<file path="src/dpu_pkg.sv">
`default_nettype none

package dpu_pkg;

  // ----------------------------------------
  // Bus geometry
  // ----------------------------------------
  localparam int DATA_W = 32;
  localparam int ADDR_W = 12;

  // ----------------------------------------
  // Register indices and byte addresses
  // ----------------------------------------
  localparam logic [7:0]  IDX_PTR_LO  = 8'h82;
  localparam logic [7:0]  IDX_PTR_HI  = 8'h83;
  localparam logic [7:0]  IDX_AUX     = 8'ha2;
  localparam logic [11:0] ADDR_PTR_LO = {2'h0, IDX_PTR_LO, 2'h0};
  localparam logic [11:0] ADDR_PTR_HI = {2'h0, IDX_PTR_HI, 2'h0};
  localparam logic [11:0] ADDR_AUX    = {2'h0, IDX_AUX, 2'h0};

  // ----------------------------------------
  // Auxiliary control fields and reset values
  // ----------------------------------------
  localparam int          AUX_SEL_BIT  = 0;
  localparam int          AUX_ZERO_BIT = 1;
  localparam int          AUX_FLAG_BIT = 3;
  localparam logic [7:0]  AUX_WR_MASK  = 8'hed;
  localparam logic [7:0]  AUX_RST      = 8'h00;
  localparam logic [15:0] PTR_RST      = 16'h0000;
  localparam logic [15:0] PTR_STEP     = 16'h0001;
  localparam logic [7:0]  AUX_STEP     = 8'h01;

  // ----------------------------------------
  // Bus responses and register selection
  // ----------------------------------------
  localparam logic [1:0] RESP_OKAY   = 2'h0;
  localparam logic [1:0] RESP_SLVERR = 2'h2;

  typedef enum logic [1:0] {
    REG_NONE,
    REG_LO,
    REG_HI,
    REG_AUX
  } dpu_reg_t;

endpackage : dpu_pkg

`default_nettype wire

</file>
<file path="src/dpu_ptr_if.sv">
`timescale 1ns/1ps
`default_nettype none

interface dpu_ptr_if;
  logic        sel;
  logic        sel_nxt;
  logic        wr_lo;
  logic        wr_hi;
  logic        inc;
  logic [7:0]  wdata;
  logic [15:0] act;
  logic [15:0] ptr0;
  logic [15:0] ptr1;

  modport ctrl (
    output sel, sel_nxt, wr_lo, wr_hi, inc, wdata,
    input  act, ptr0, ptr1
  );

  modport bank (
    input  sel, sel_nxt, wr_lo, wr_hi, inc, wdata,
    output act, ptr0, ptr1
  );
endinterface : dpu_ptr_if

`default_nettype wire

</file>
<file path="src/dpu_ptr_bank.sv">
`timescale 1ns/1ps
`default_nettype none

module dpu_ptr_bank (
  // Clock and reset
  input wire logic i_core_clk,
  input wire logic i_arst_n,
  // Control side
  dpu_ptr_if.bank  bus
);

  // ----------------------------------------
  // Pointer storage
  // ----------------------------------------
  logic [15:0] ptr_r   [2];
  logic [15:0] ptr_nxt [2];
  logic [15:0] act_r;
  logic [15:0] act_nxt;
  logic [15:0] cur_ptr;

  always_comb begin
    ptr_nxt = ptr_r;
    for (int i = 0; i < 2; i++) begin
      if (bus.sel == 1'(i)) begin
        if (bus.wr_lo) begin
          ptr_nxt[i][7:0] = bus.wdata;
        end else if (bus.wr_hi) begin
          ptr_nxt[i][15:8] = bus.wdata;
        end else if (bus.inc) begin
          ptr_nxt[i] = ptr_r[i] + dpu_pkg::PTR_STEP;
        end
      end
    end
    act_nxt = bus.sel_nxt ? ptr_nxt[1] : ptr_nxt[0];
  end

  always_ff @(posedge i_core_clk or negedge i_arst_n) begin
    if (!i_arst_n) begin
      ptr_r <= '{dpu_pkg::PTR_RST, dpu_pkg::PTR_RST};
      act_r <= dpu_pkg::PTR_RST;
    end else begin
      ptr_r <= ptr_nxt;
      act_r <= act_nxt;
    end
  end

  assign bus.act  = act_r;
  assign bus.ptr0 = ptr_r[0];
  assign bus.ptr1 = ptr_r[1];
  assign cur_ptr  = bus.sel ? ptr_r[1] : ptr_r[0];
endmodule : dpu_ptr_bank

`default_nettype wire

</file>
<file path="src/dpu_top.sv">
`timescale 1ns/1ps
`default_nettype none

module dpu_top (
  // Clock and reset
  input  wire logic        i_core_clk,
  input  wire logic        i_arst_n,
  // AXI4-Lite write address
  input  wire logic        i_s_axi_awvalid,
  output logic             o_s_axi_awready,
  input  wire logic [11:0] i_s_axi_awaddr,
  // AXI4-Lite write data
  input  wire logic        i_s_axi_wvalid,
  output logic             o_s_axi_wready,
  input  wire logic [31:0] i_s_axi_wdata,
  input  wire logic [3:0]  i_s_axi_wstrb,
  // AXI4-Lite write response
  output logic             o_s_axi_bvalid,
  input  wire logic        i_s_axi_bready,
  output logic [1:0]       o_s_axi_bresp,
  // AXI4-Lite read address
  input  wire logic        i_s_axi_arvalid,
  output logic             o_s_axi_arready,
  input  wire logic [11:0] i_s_axi_araddr,
  // AXI4-Lite read data
  output logic             o_s_axi_rvalid,
  input  wire logic        i_s_axi_rready,
  output logic [31:0]      o_s_axi_rdata,
  output logic [1:0]       o_s_axi_rresp,
  // Core operations
  input  wire logic        i_ptr_inc,
  input  wire logic        i_aux_inc,
  // Core view
  output logic [15:0]      o_data_ptr,
  output logic             o_ptr_sel,
  output logic             o_user_flag
);

  // ----------------------------------------
  // Address decode
  // ----------------------------------------
  function automatic dpu_pkg::dpu_reg_t reg_decode(input logic [11:0] addr);
    dpu_pkg::dpu_reg_t res;
    res = dpu_pkg::REG_NONE;
    if (addr[11:2] == dpu_pkg::ADDR_PTR_LO[11:2]) begin
      res = dpu_pkg::REG_LO;
    end else if (addr[11:2] == dpu_pkg::ADDR_PTR_HI[11:2]) begin
      res = dpu_pkg::REG_HI;
    end else if (addr[11:2] == dpu_pkg::ADDR_AUX[11:2]) begin
      res = dpu_pkg::REG_AUX;
    end
    return res;
  endfunction : reg_decode

  // ----------------------------------------
  // Write channel state
  // ----------------------------------------
  logic        aw_held_r;
  logic        aw_held_nxt;
  logic [11:0] awaddr_r;
  logic [11:0] awaddr_nxt;
  logic        w_held_r;
  logic        w_held_nxt;
  logic [31:0] wdata_r;
  logic [31:0] wdata_nxt;
  logic        lane0_r;
  logic        lane0_nxt;
  logic        awready_r;
  logic        awready_nxt;
  logic        wready_r;
  logic        wready_nxt;
  logic        bvalid_r;
  logic        bvalid_nxt;
  logic [1:0]  bresp_r;
  logic [1:0]  bresp_nxt;
  logic        wr_go;
  dpu_pkg::dpu_reg_t wr_reg;

  assign wr_go  = aw_held_r && w_held_r;
  assign wr_reg = reg_decode(awaddr_r);

  always_comb begin
    aw_held_nxt = aw_held_r;
    awaddr_nxt  = awaddr_r;
    w_held_nxt  = w_held_r;
    wdata_nxt   = wdata_r;
    lane0_nxt   = lane0_r;
    bvalid_nxt  = bvalid_r;
    bresp_nxt   = bresp_r;
    if (i_s_axi_awvalid && awready_r) begin
      aw_held_nxt = 1'b1;
      awaddr_nxt  = i_s_axi_awaddr;
    end
    if (i_s_axi_wvalid && wready_r) begin
      w_held_nxt = 1'b1;
      wdata_nxt  = i_s_axi_wdata;
      lane0_nxt  = i_s_axi_wstrb[0];
    end
    if (bvalid_r && i_s_axi_bready) begin
      bvalid_nxt = 1'b0;
    end
    if (wr_go) begin
      aw_held_nxt = 1'b0;
      w_held_nxt  = 1'b0;
      bvalid_nxt  = 1'b1;
      bresp_nxt   = (wr_reg == dpu_pkg::REG_NONE) ? dpu_pkg::RESP_SLVERR : dpu_pkg::RESP_OKAY;
    end
    awready_nxt = !aw_held_nxt && !bvalid_nxt;
    wready_nxt  = !w_held_nxt && !bvalid_nxt;
  end

  always_ff @(posedge i_core_clk or negedge i_arst_n) begin
    if (!i_arst_n) begin
      aw_held_r <= 1'b0;
      awaddr_r  <= 12'h000;
      w_held_r  <= 1'b0;
      wdata_r   <= 32'h0000_0000;
      lane0_r   <= 1'b0;
      awready_r <= 1'b0;
      wready_r  <= 1'b0;
      bvalid_r  <= 1'b0;
      bresp_r   <= dpu_pkg::RESP_OKAY;
    end else begin
      aw_held_r <= aw_held_nxt;
      awaddr_r  <= awaddr_nxt;
      w_held_r  <= w_held_nxt;
      wdata_r   <= wdata_nxt;
      lane0_r   <= lane0_nxt;
      awready_r <= awready_nxt;
      wready_r  <= wready_nxt;
      bvalid_r  <= bvalid_nxt;
      bresp_r   <= bresp_nxt;
    end
  end

  // ----------------------------------------
  // Auxiliary control register
  // ----------------------------------------
  logic [7:0] aux_r;
  logic [7:0] aux_nxt;
  logic       wr_aux;

  assign wr_aux = wr_go && lane0_r && (wr_reg == dpu_pkg::REG_AUX);

  always_comb begin
    aux_nxt = aux_r;
    if (wr_aux) begin
      aux_nxt = wdata_r[7:0] & dpu_pkg::AUX_WR_MASK;
    end else if (i_aux_inc) begin
      aux_nxt = (aux_r + dpu_pkg::AUX_STEP) & dpu_pkg::AUX_WR_MASK;
    end
  end

  always_ff @(posedge i_core_clk or negedge i_arst_n) begin
    if (!i_arst_n) begin
      aux_r <= dpu_pkg::AUX_RST;
    end else begin
      aux_r <= aux_nxt;
    end
  end

  // ----------------------------------------
  // Pointer bank
  // ----------------------------------------
  dpu_ptr_if ifc ();

  assign ifc.sel     = aux_r[dpu_pkg::AUX_SEL_BIT];
  assign ifc.sel_nxt = aux_nxt[dpu_pkg::AUX_SEL_BIT];
  assign ifc.wr_lo   = wr_go && lane0_r && (wr_reg == dpu_pkg::REG_LO);
  assign ifc.wr_hi   = wr_go && lane0_r && (wr_reg == dpu_pkg::REG_HI);
  assign ifc.inc     = i_ptr_inc;
  assign ifc.wdata   = wdata_r[7:0];

  dpu_ptr_bank dpu_ptr_bank_i (
    .i_core_clk (i_core_clk),
    .i_arst_n   (i_arst_n),
    .bus        (ifc.bank)
  );

  // ----------------------------------------
  // Read channel
  // ----------------------------------------
  logic        arready_r;
  logic        arready_nxt;
  logic        rvalid_r;
  logic        rvalid_nxt;
  logic [31:0] rdata_r;
  logic [31:0] rdata_nxt;
  logic [1:0]  rresp_r;
  logic [1:0]  rresp_nxt;

  always_comb begin
    rvalid_nxt = rvalid_r;
    rdata_nxt  = rdata_r;
    rresp_nxt  = rresp_r;
    if (rvalid_r && i_s_axi_rready) begin
      rvalid_nxt = 1'b0;
    end
    if (i_s_axi_arvalid && arready_r) begin
      rvalid_nxt = 1'b1;
      rresp_nxt  = dpu_pkg::RESP_OKAY;
      case (reg_decode(i_s_axi_araddr))
        dpu_pkg::REG_LO: begin
          rdata_nxt = {24'h00_0000, ifc.act[7:0]};
        end
        dpu_pkg::REG_HI: begin
          rdata_nxt = {24'h00_0000, ifc.act[15:8]};
        end
        dpu_pkg::REG_AUX: begin
          rdata_nxt = {24'h00_0000, aux_r & dpu_pkg::AUX_WR_MASK};
        end
        default: begin
          rdata_nxt = 32'h0000_0000;
          rresp_nxt = dpu_pkg::RESP_SLVERR;
        end
      endcase
    end
    arready_nxt = !rvalid_nxt;
  end

  always_ff @(posedge i_core_clk or negedge i_arst_n) begin
    if (!i_arst_n) begin
      arready_r <= 1'b0;
      rvalid_r  <= 1'b0;
      rdata_r   <= 32'h0000_0000;
      rresp_r   <= dpu_pkg::RESP_OKAY;
    end else begin
      arready_r <= arready_nxt;
      rvalid_r  <= rvalid_nxt;
      rdata_r   <= rdata_nxt;
      rresp_r   <= rresp_nxt;
    end
  end

  // ----------------------------------------
  // Outputs
  // ----------------------------------------
  assign o_s_axi_awready = awready_r;
  assign o_s_axi_wready  = wready_r;
  assign o_s_axi_bvalid  = bvalid_r;
  assign o_s_axi_bresp   = bresp_r;
  assign o_s_axi_arready = arready_r;
  assign o_s_axi_rvalid  = rvalid_r;
  assign o_s_axi_rdata   = rdata_r;
  assign o_s_axi_rresp   = rresp_r;
  assign o_data_ptr      = ifc.act;
  assign o_ptr_sel       = aux_r[dpu_pkg::AUX_SEL_BIT];
  assign o_user_flag     = aux_r[dpu_pkg::AUX_FLAG_BIT];

  // ----------------------------------------
  // Checks
  // ----------------------------------------
  logic seen_r;

  always_ff @(posedge i_core_clk or negedge i_arst_n) begin
    if (!i_arst_n) begin
      seen_r <= 1'b0;
    end else begin
      seen_r <= 1'b1;
    end
  end
endmodule : dpu_top

`default_nettype wire

</file>
<file path="config.mk">
export PLATFORM = sky130hd
export DESIGN_NAME = dpu_top
export DESIGN_NICKNAME = d
export VERILOG_FILES = /design/src/dpu_pkg.sv /design/src/dpu_ptr_if.sv /design/src/dpu_ptr_bank.sv /design/src/dpu_top.sv
export SDC_FILE = /design/constraint.sdc
export NUM_CORES = 1
export LEC_CHECK = 0
export ABC_AREA = 1
export BUFFER_PORTS_ARGS = -buffer_cell sky130_fd_sc_hd__buf_4
export CAP_MARGIN = 0
export CORE_MARGIN = 2
export CORE_UTILIZATION = 55
export CTS_CLUSTER_SIZE = 10
export DETAILED_ROUTE_END_ITERATION = 10
export PLACE_DENSITY = 0.82
export RECOVER_POWER = 50
export SLEW_MARGIN = 20
export SYNTH_ARGS = -nofsm -noshare
export SYNTH_HDL_FRONTEND = slang
export SYNTH_SLANG_ARGS = --single-unit
</file>
<file path="constraint.sdc">
create_clock -name i_core_clk -period 2.3 [get_ports i_core_clk]
set_clock_uncertainty 0.15 [all_clocks]
set_input_delay 0.46 -clock i_core_clk [delete_from_list [all_inputs] [get_ports i_core_clk]]
set_output_delay 0.46 -clock i_core_clk [all_outputs]
set_load 0.02 [all_outputs]
</file>
==> results by group <==
Floorplan
  – Die area: 10800 µm²
  – Die W: 104 µm
  – Initial core utilization: 56.2%
  – Die H: 104 µm
  – IO Count: 128
  – Rows: 36
  – Core area: 9730 µm²

Worst hold path
  – HP Start: i_s_axi_wdata[3]
  – Hold Path Class: input pin to flop
  – Hold worst-path end: wdata_r[3]$_DFFE_PN0P_
  – Worst hold path depth: 3

Place
  – DP Cell Count: 975
  – Final GP Congestion: 0.998
  – Port Buffers: 70
  – DP Area: 6090 µm²
  – Dpl hpwl: 10600 µm

Clock tree
  – Clock sinks: 90
  – CTS Buffer Depth: 2
  – CTS buffer count: 9
  – H-tree Lvls: 3
  – CTS tree: done
  – Resized cells post-CTS: 0
  – Clk root buf: clkbuf_8
  – Clk Latency, worst-skew pair: 0.37 ns
  – Clock-pin slew on the worst setup and hold paths: 0.10 ns

Logic synthesis
  – Largest family of logic cells by synthesized area: simple AND/OR/NAND/NOR gates
  – Synthesis-stage register bit count: 90
  – Post-synth EDFFs: 0
  – Compound-Gate Fraction of Synth Area: 7.05%
  – Count of cell types in the netlist: 40
  – Top FF cell, synth: dfrtp_1
  – Post-synthesis sequential area ratio: 41.2%
  – Average size of a mapped cell: 7.05 µm²
  – Mapped cell area: 5470 µm²
  – Synth Instances: 775
  – Area leader, netlist: dfrtp_1
  – Synth warn: 0
  – Simple logic cell fraction of the synthesized area: 36.1%
  – Adder-Cell Fraction of Synth Area: 0.458%
  – Post-synthesis mux area share: 0.916%
  – Asr flop ratio synth: 100%
  – Post-Synth XOR/XNOR Area: 1.12%
  – Leading post-synthesis cells by cell area: dfrtp_1, nand2_1, nand3_1, inv_1, nor2_1
  – Yosys top cell area share: 41.2%

Route
  – Initial DRC Count: 439
  – WL final: 14100 µm
  – Routed Antenna Nets: 0
  – DRC viols: 0
  – Wirelength per Cell: 14.2 µm
  – Vias: 5214
  – TritonRoute pass-1 iters: 6
  – Post-DR vias/cell: 5.26

Cells and area
  – Sequential cell area: 2250 µm²
  – Antenna diode count: 0
  – Share of post-route cells with drive strength above 1: 14.8%
  – Design area: 6280 µm²
  – Area Growth Syn to Fin: 14.8%
  – Multi-input logic area: 2590 µm²
  – Fin cells: 992
  – Final nets: 925
  – Fin util: 64.5%
  – Fillers: 838

Worst setup path
  – FF-to-FF Start: w_held_r$_DFF_PN0_
  – Critical path class: flop to flop
  – Crit. End Element: flop
  – Element type at the critical path start: flop
  – CP Data Required Time: 2.41 ns
  – R2R Setup Slk: 0.13 ns
  – WP data arrival: 2.28 ns
  – Worst R2R End: dpu_ptr_bank_i.bus.act[10]$_DFF_PN0_
  – R2R depth: 12
  – Max Fanout on Critical Path: 14

Timing
  – Fin. Hold Viols: 0
  – Total negative slack: 0 ns
  – Worst Tran Pin Value: 1.14 ns
  – Hold_ws: 0.134 ns
  – Final min period: 2.17 ns
  – Fmax: 0.461 GHz
  – Unrepaired setup endpoints after global routing: no
  – Relative slew slack: 23.9%
  – Finish-stage setup viols: 0
  – Final Max Tran Viols: 0
  – Fin crit share: 94.4%

Power
  – PwrDens: 1190 nW/µm²
  – Leak: 0.00355 µW
  – Max VDD drop: 0.617 mV

Global routing
  – Largest net degree at the start of global routing: 46
  – Overflow left after global routing: 0
  – Total GRT Usage: 26.6%
  – First-pass GRT wire length: 22900 µm
  – Initial antenna violation count: 0
  – Vias in the first global route: 4896

Run status
  – Status: finished clean

Job
  – Max Cap Viol: 0
through the flow:
step	power [µW]	worst slack, ns
after global routing	8050	0.00214
after floorplan	5170	0.497
after detailed placement	6380	0.193
after CTS	7420	0.183
after global placement	6250	0.256
final	7460	0.129
worst max-delay path by stage:
stage	from	endpoint	depth (start not counted)	slack, ns
final	w_held_r$_DFF_PN0_	dpu_ptr_bank_i.bus.act[10]$_DFF_PN0_	12	0.13
after global routing	awaddr_r[9]$_DFFE_PN0P_	dpu_ptr_bank_i.bus.act[4]$_DFF_PN0_	12	0.002
after CTS	awaddr_r[9]$_DFFE_PN0P_	dpu_ptr_bank_i.bus.act[3]$_DFF_PN0_	12	0.18
after detailed placement	awaddr_r[9]$_DFFE_PN0P_	dpu_ptr_bank_i.bus.act[3]$_DFF_PN0_	12	0.19
after global placement	awaddr_r[8]$_DFFE_PN0P_	dpu_ptr_bank_i.bus.act[3]$_DFF_PN0_	11	0.26
after floorplan	dpu_ptr_bank_i.bus.ptr1[0]$_DFF_PN0_	dpu_ptr_bank_i.bus.act[14]$_DFF_PN0_	11	0.50
cells in the mapped netlist, drive strengths merged (2+ instances only):
cell type / number
nand4: 16
clkbuf: 8
and2: 2
nand2: 268
nor3: 5
nand3b: 7
buf: 36
xnor2: 3
xor2: 4
mux2i: 5
inv: 107
a21boi: 5
nor2: 63
dfrtp: 90
clkinv: 2
o21ai: 35
nand3: 80
and3: 2
a21oi: 28
ha: 2
a31oi: 2
sequential cells by signal, indices dropped and copies added, names as in the netlist, 6 cells and up:
register	flops
awaddr_r	10
wdata_r	8
dpu_ptr_bank_i.bus.ptr0	16
dpu_ptr_bank_i.bus.ptr1	16
aux_r	6
dpu_ptr_bank_i.bus.act	16
o_s_axi_rdata	8
cell families (layout without fill, tap and decap cells):
| group | after synthesis | after routing |
|---|---|---|
| AND/OR/NAND/NOR | 446 | 446 |
| XOR/XNOR | 7 | 7 |
| adder cells (fa/ha/maj) | 2 | 2 |
| flip-flops | 90 | 90 |
| other | 1 | 26 |
| buffers and inverters | 153 | 212 |
| multiplexers | 5 | 5 |
| AO/OA/AOI/OAI | 71 | 71 |
critical path: stages (launching register included):
cell     delay [ns]
dfrtp_1        0.36
nand2_1        0.18
nor2_8         0.22
nand2_2        0.07
nor2_2         0.09
nand2_2        0.14
inv_2          0.26
nand2_1        0.12
nand2_1        0.07
nand2_1        0.05
nand2_1        0.07
nand2_1        0.07
o21ai_0        0.23
timing repair:
| item | CTS | global route |
|---|---|---|
| setup buffers | 0 | 0 |
| hold endpoints to repair | 43 | 0 |
| setup endpoints to repair | 0 | 0 |
| hold buffers | 1 | 0 |
report_power, final:
part / internal, µW / switching, µW / total, µW
combinational: 1300 / 2360 / 3670
clock: 414 / 617 / 1030
sequential: 2170 / 586 / 2760
placed cells by master (no fill, tap or decap), types with 3 or more instances in the layout:
master	Yosys	layout
nor2_1	53	53
a21oi_1	28	28
nand2_1	261	262
clkbuf_8	0	9
nand2_2	7	6
conb_1	1	26
xor2_1	4	4
inv_6	0	4
nor2_4	4	4
buf_4	26	82
nand4_1	15	15
nand3b_1	7	7
a21boi_0	5	5
nor2_2	5	5
o21ai_1	3	3
inv_1	103	103
dfrtp_1	90	90
nand3_1	78	78
inv_2	3	3
nor3_1	4	4
mux2i_1	5	5
o21ai_0	31	31
xnor2_1	3	3
layout make-up:
cell class | count | share of cell area [%]
Clock buffer | 9 | 1.97
Clock inverter | 7 | 0.937
Inverter | 109 | 6.56
Multi-Input combinational cell | 557 | 41.2
Sequential cell | 90 | 35.9
Tap cell | 133 | 2.65
Timing Repair Buffer | 87 | 10.8
metal layers:
layer  track usage, %  wire, µm  up-vias
li1                 -         -     2542
met1             34.7      5960     2379
met2             43.7      6500      248
met3             4.72      1190       45
met4             12.0       468        0
met5                0         0        -
Note: power is estimated with default switching activity, not from simulation.
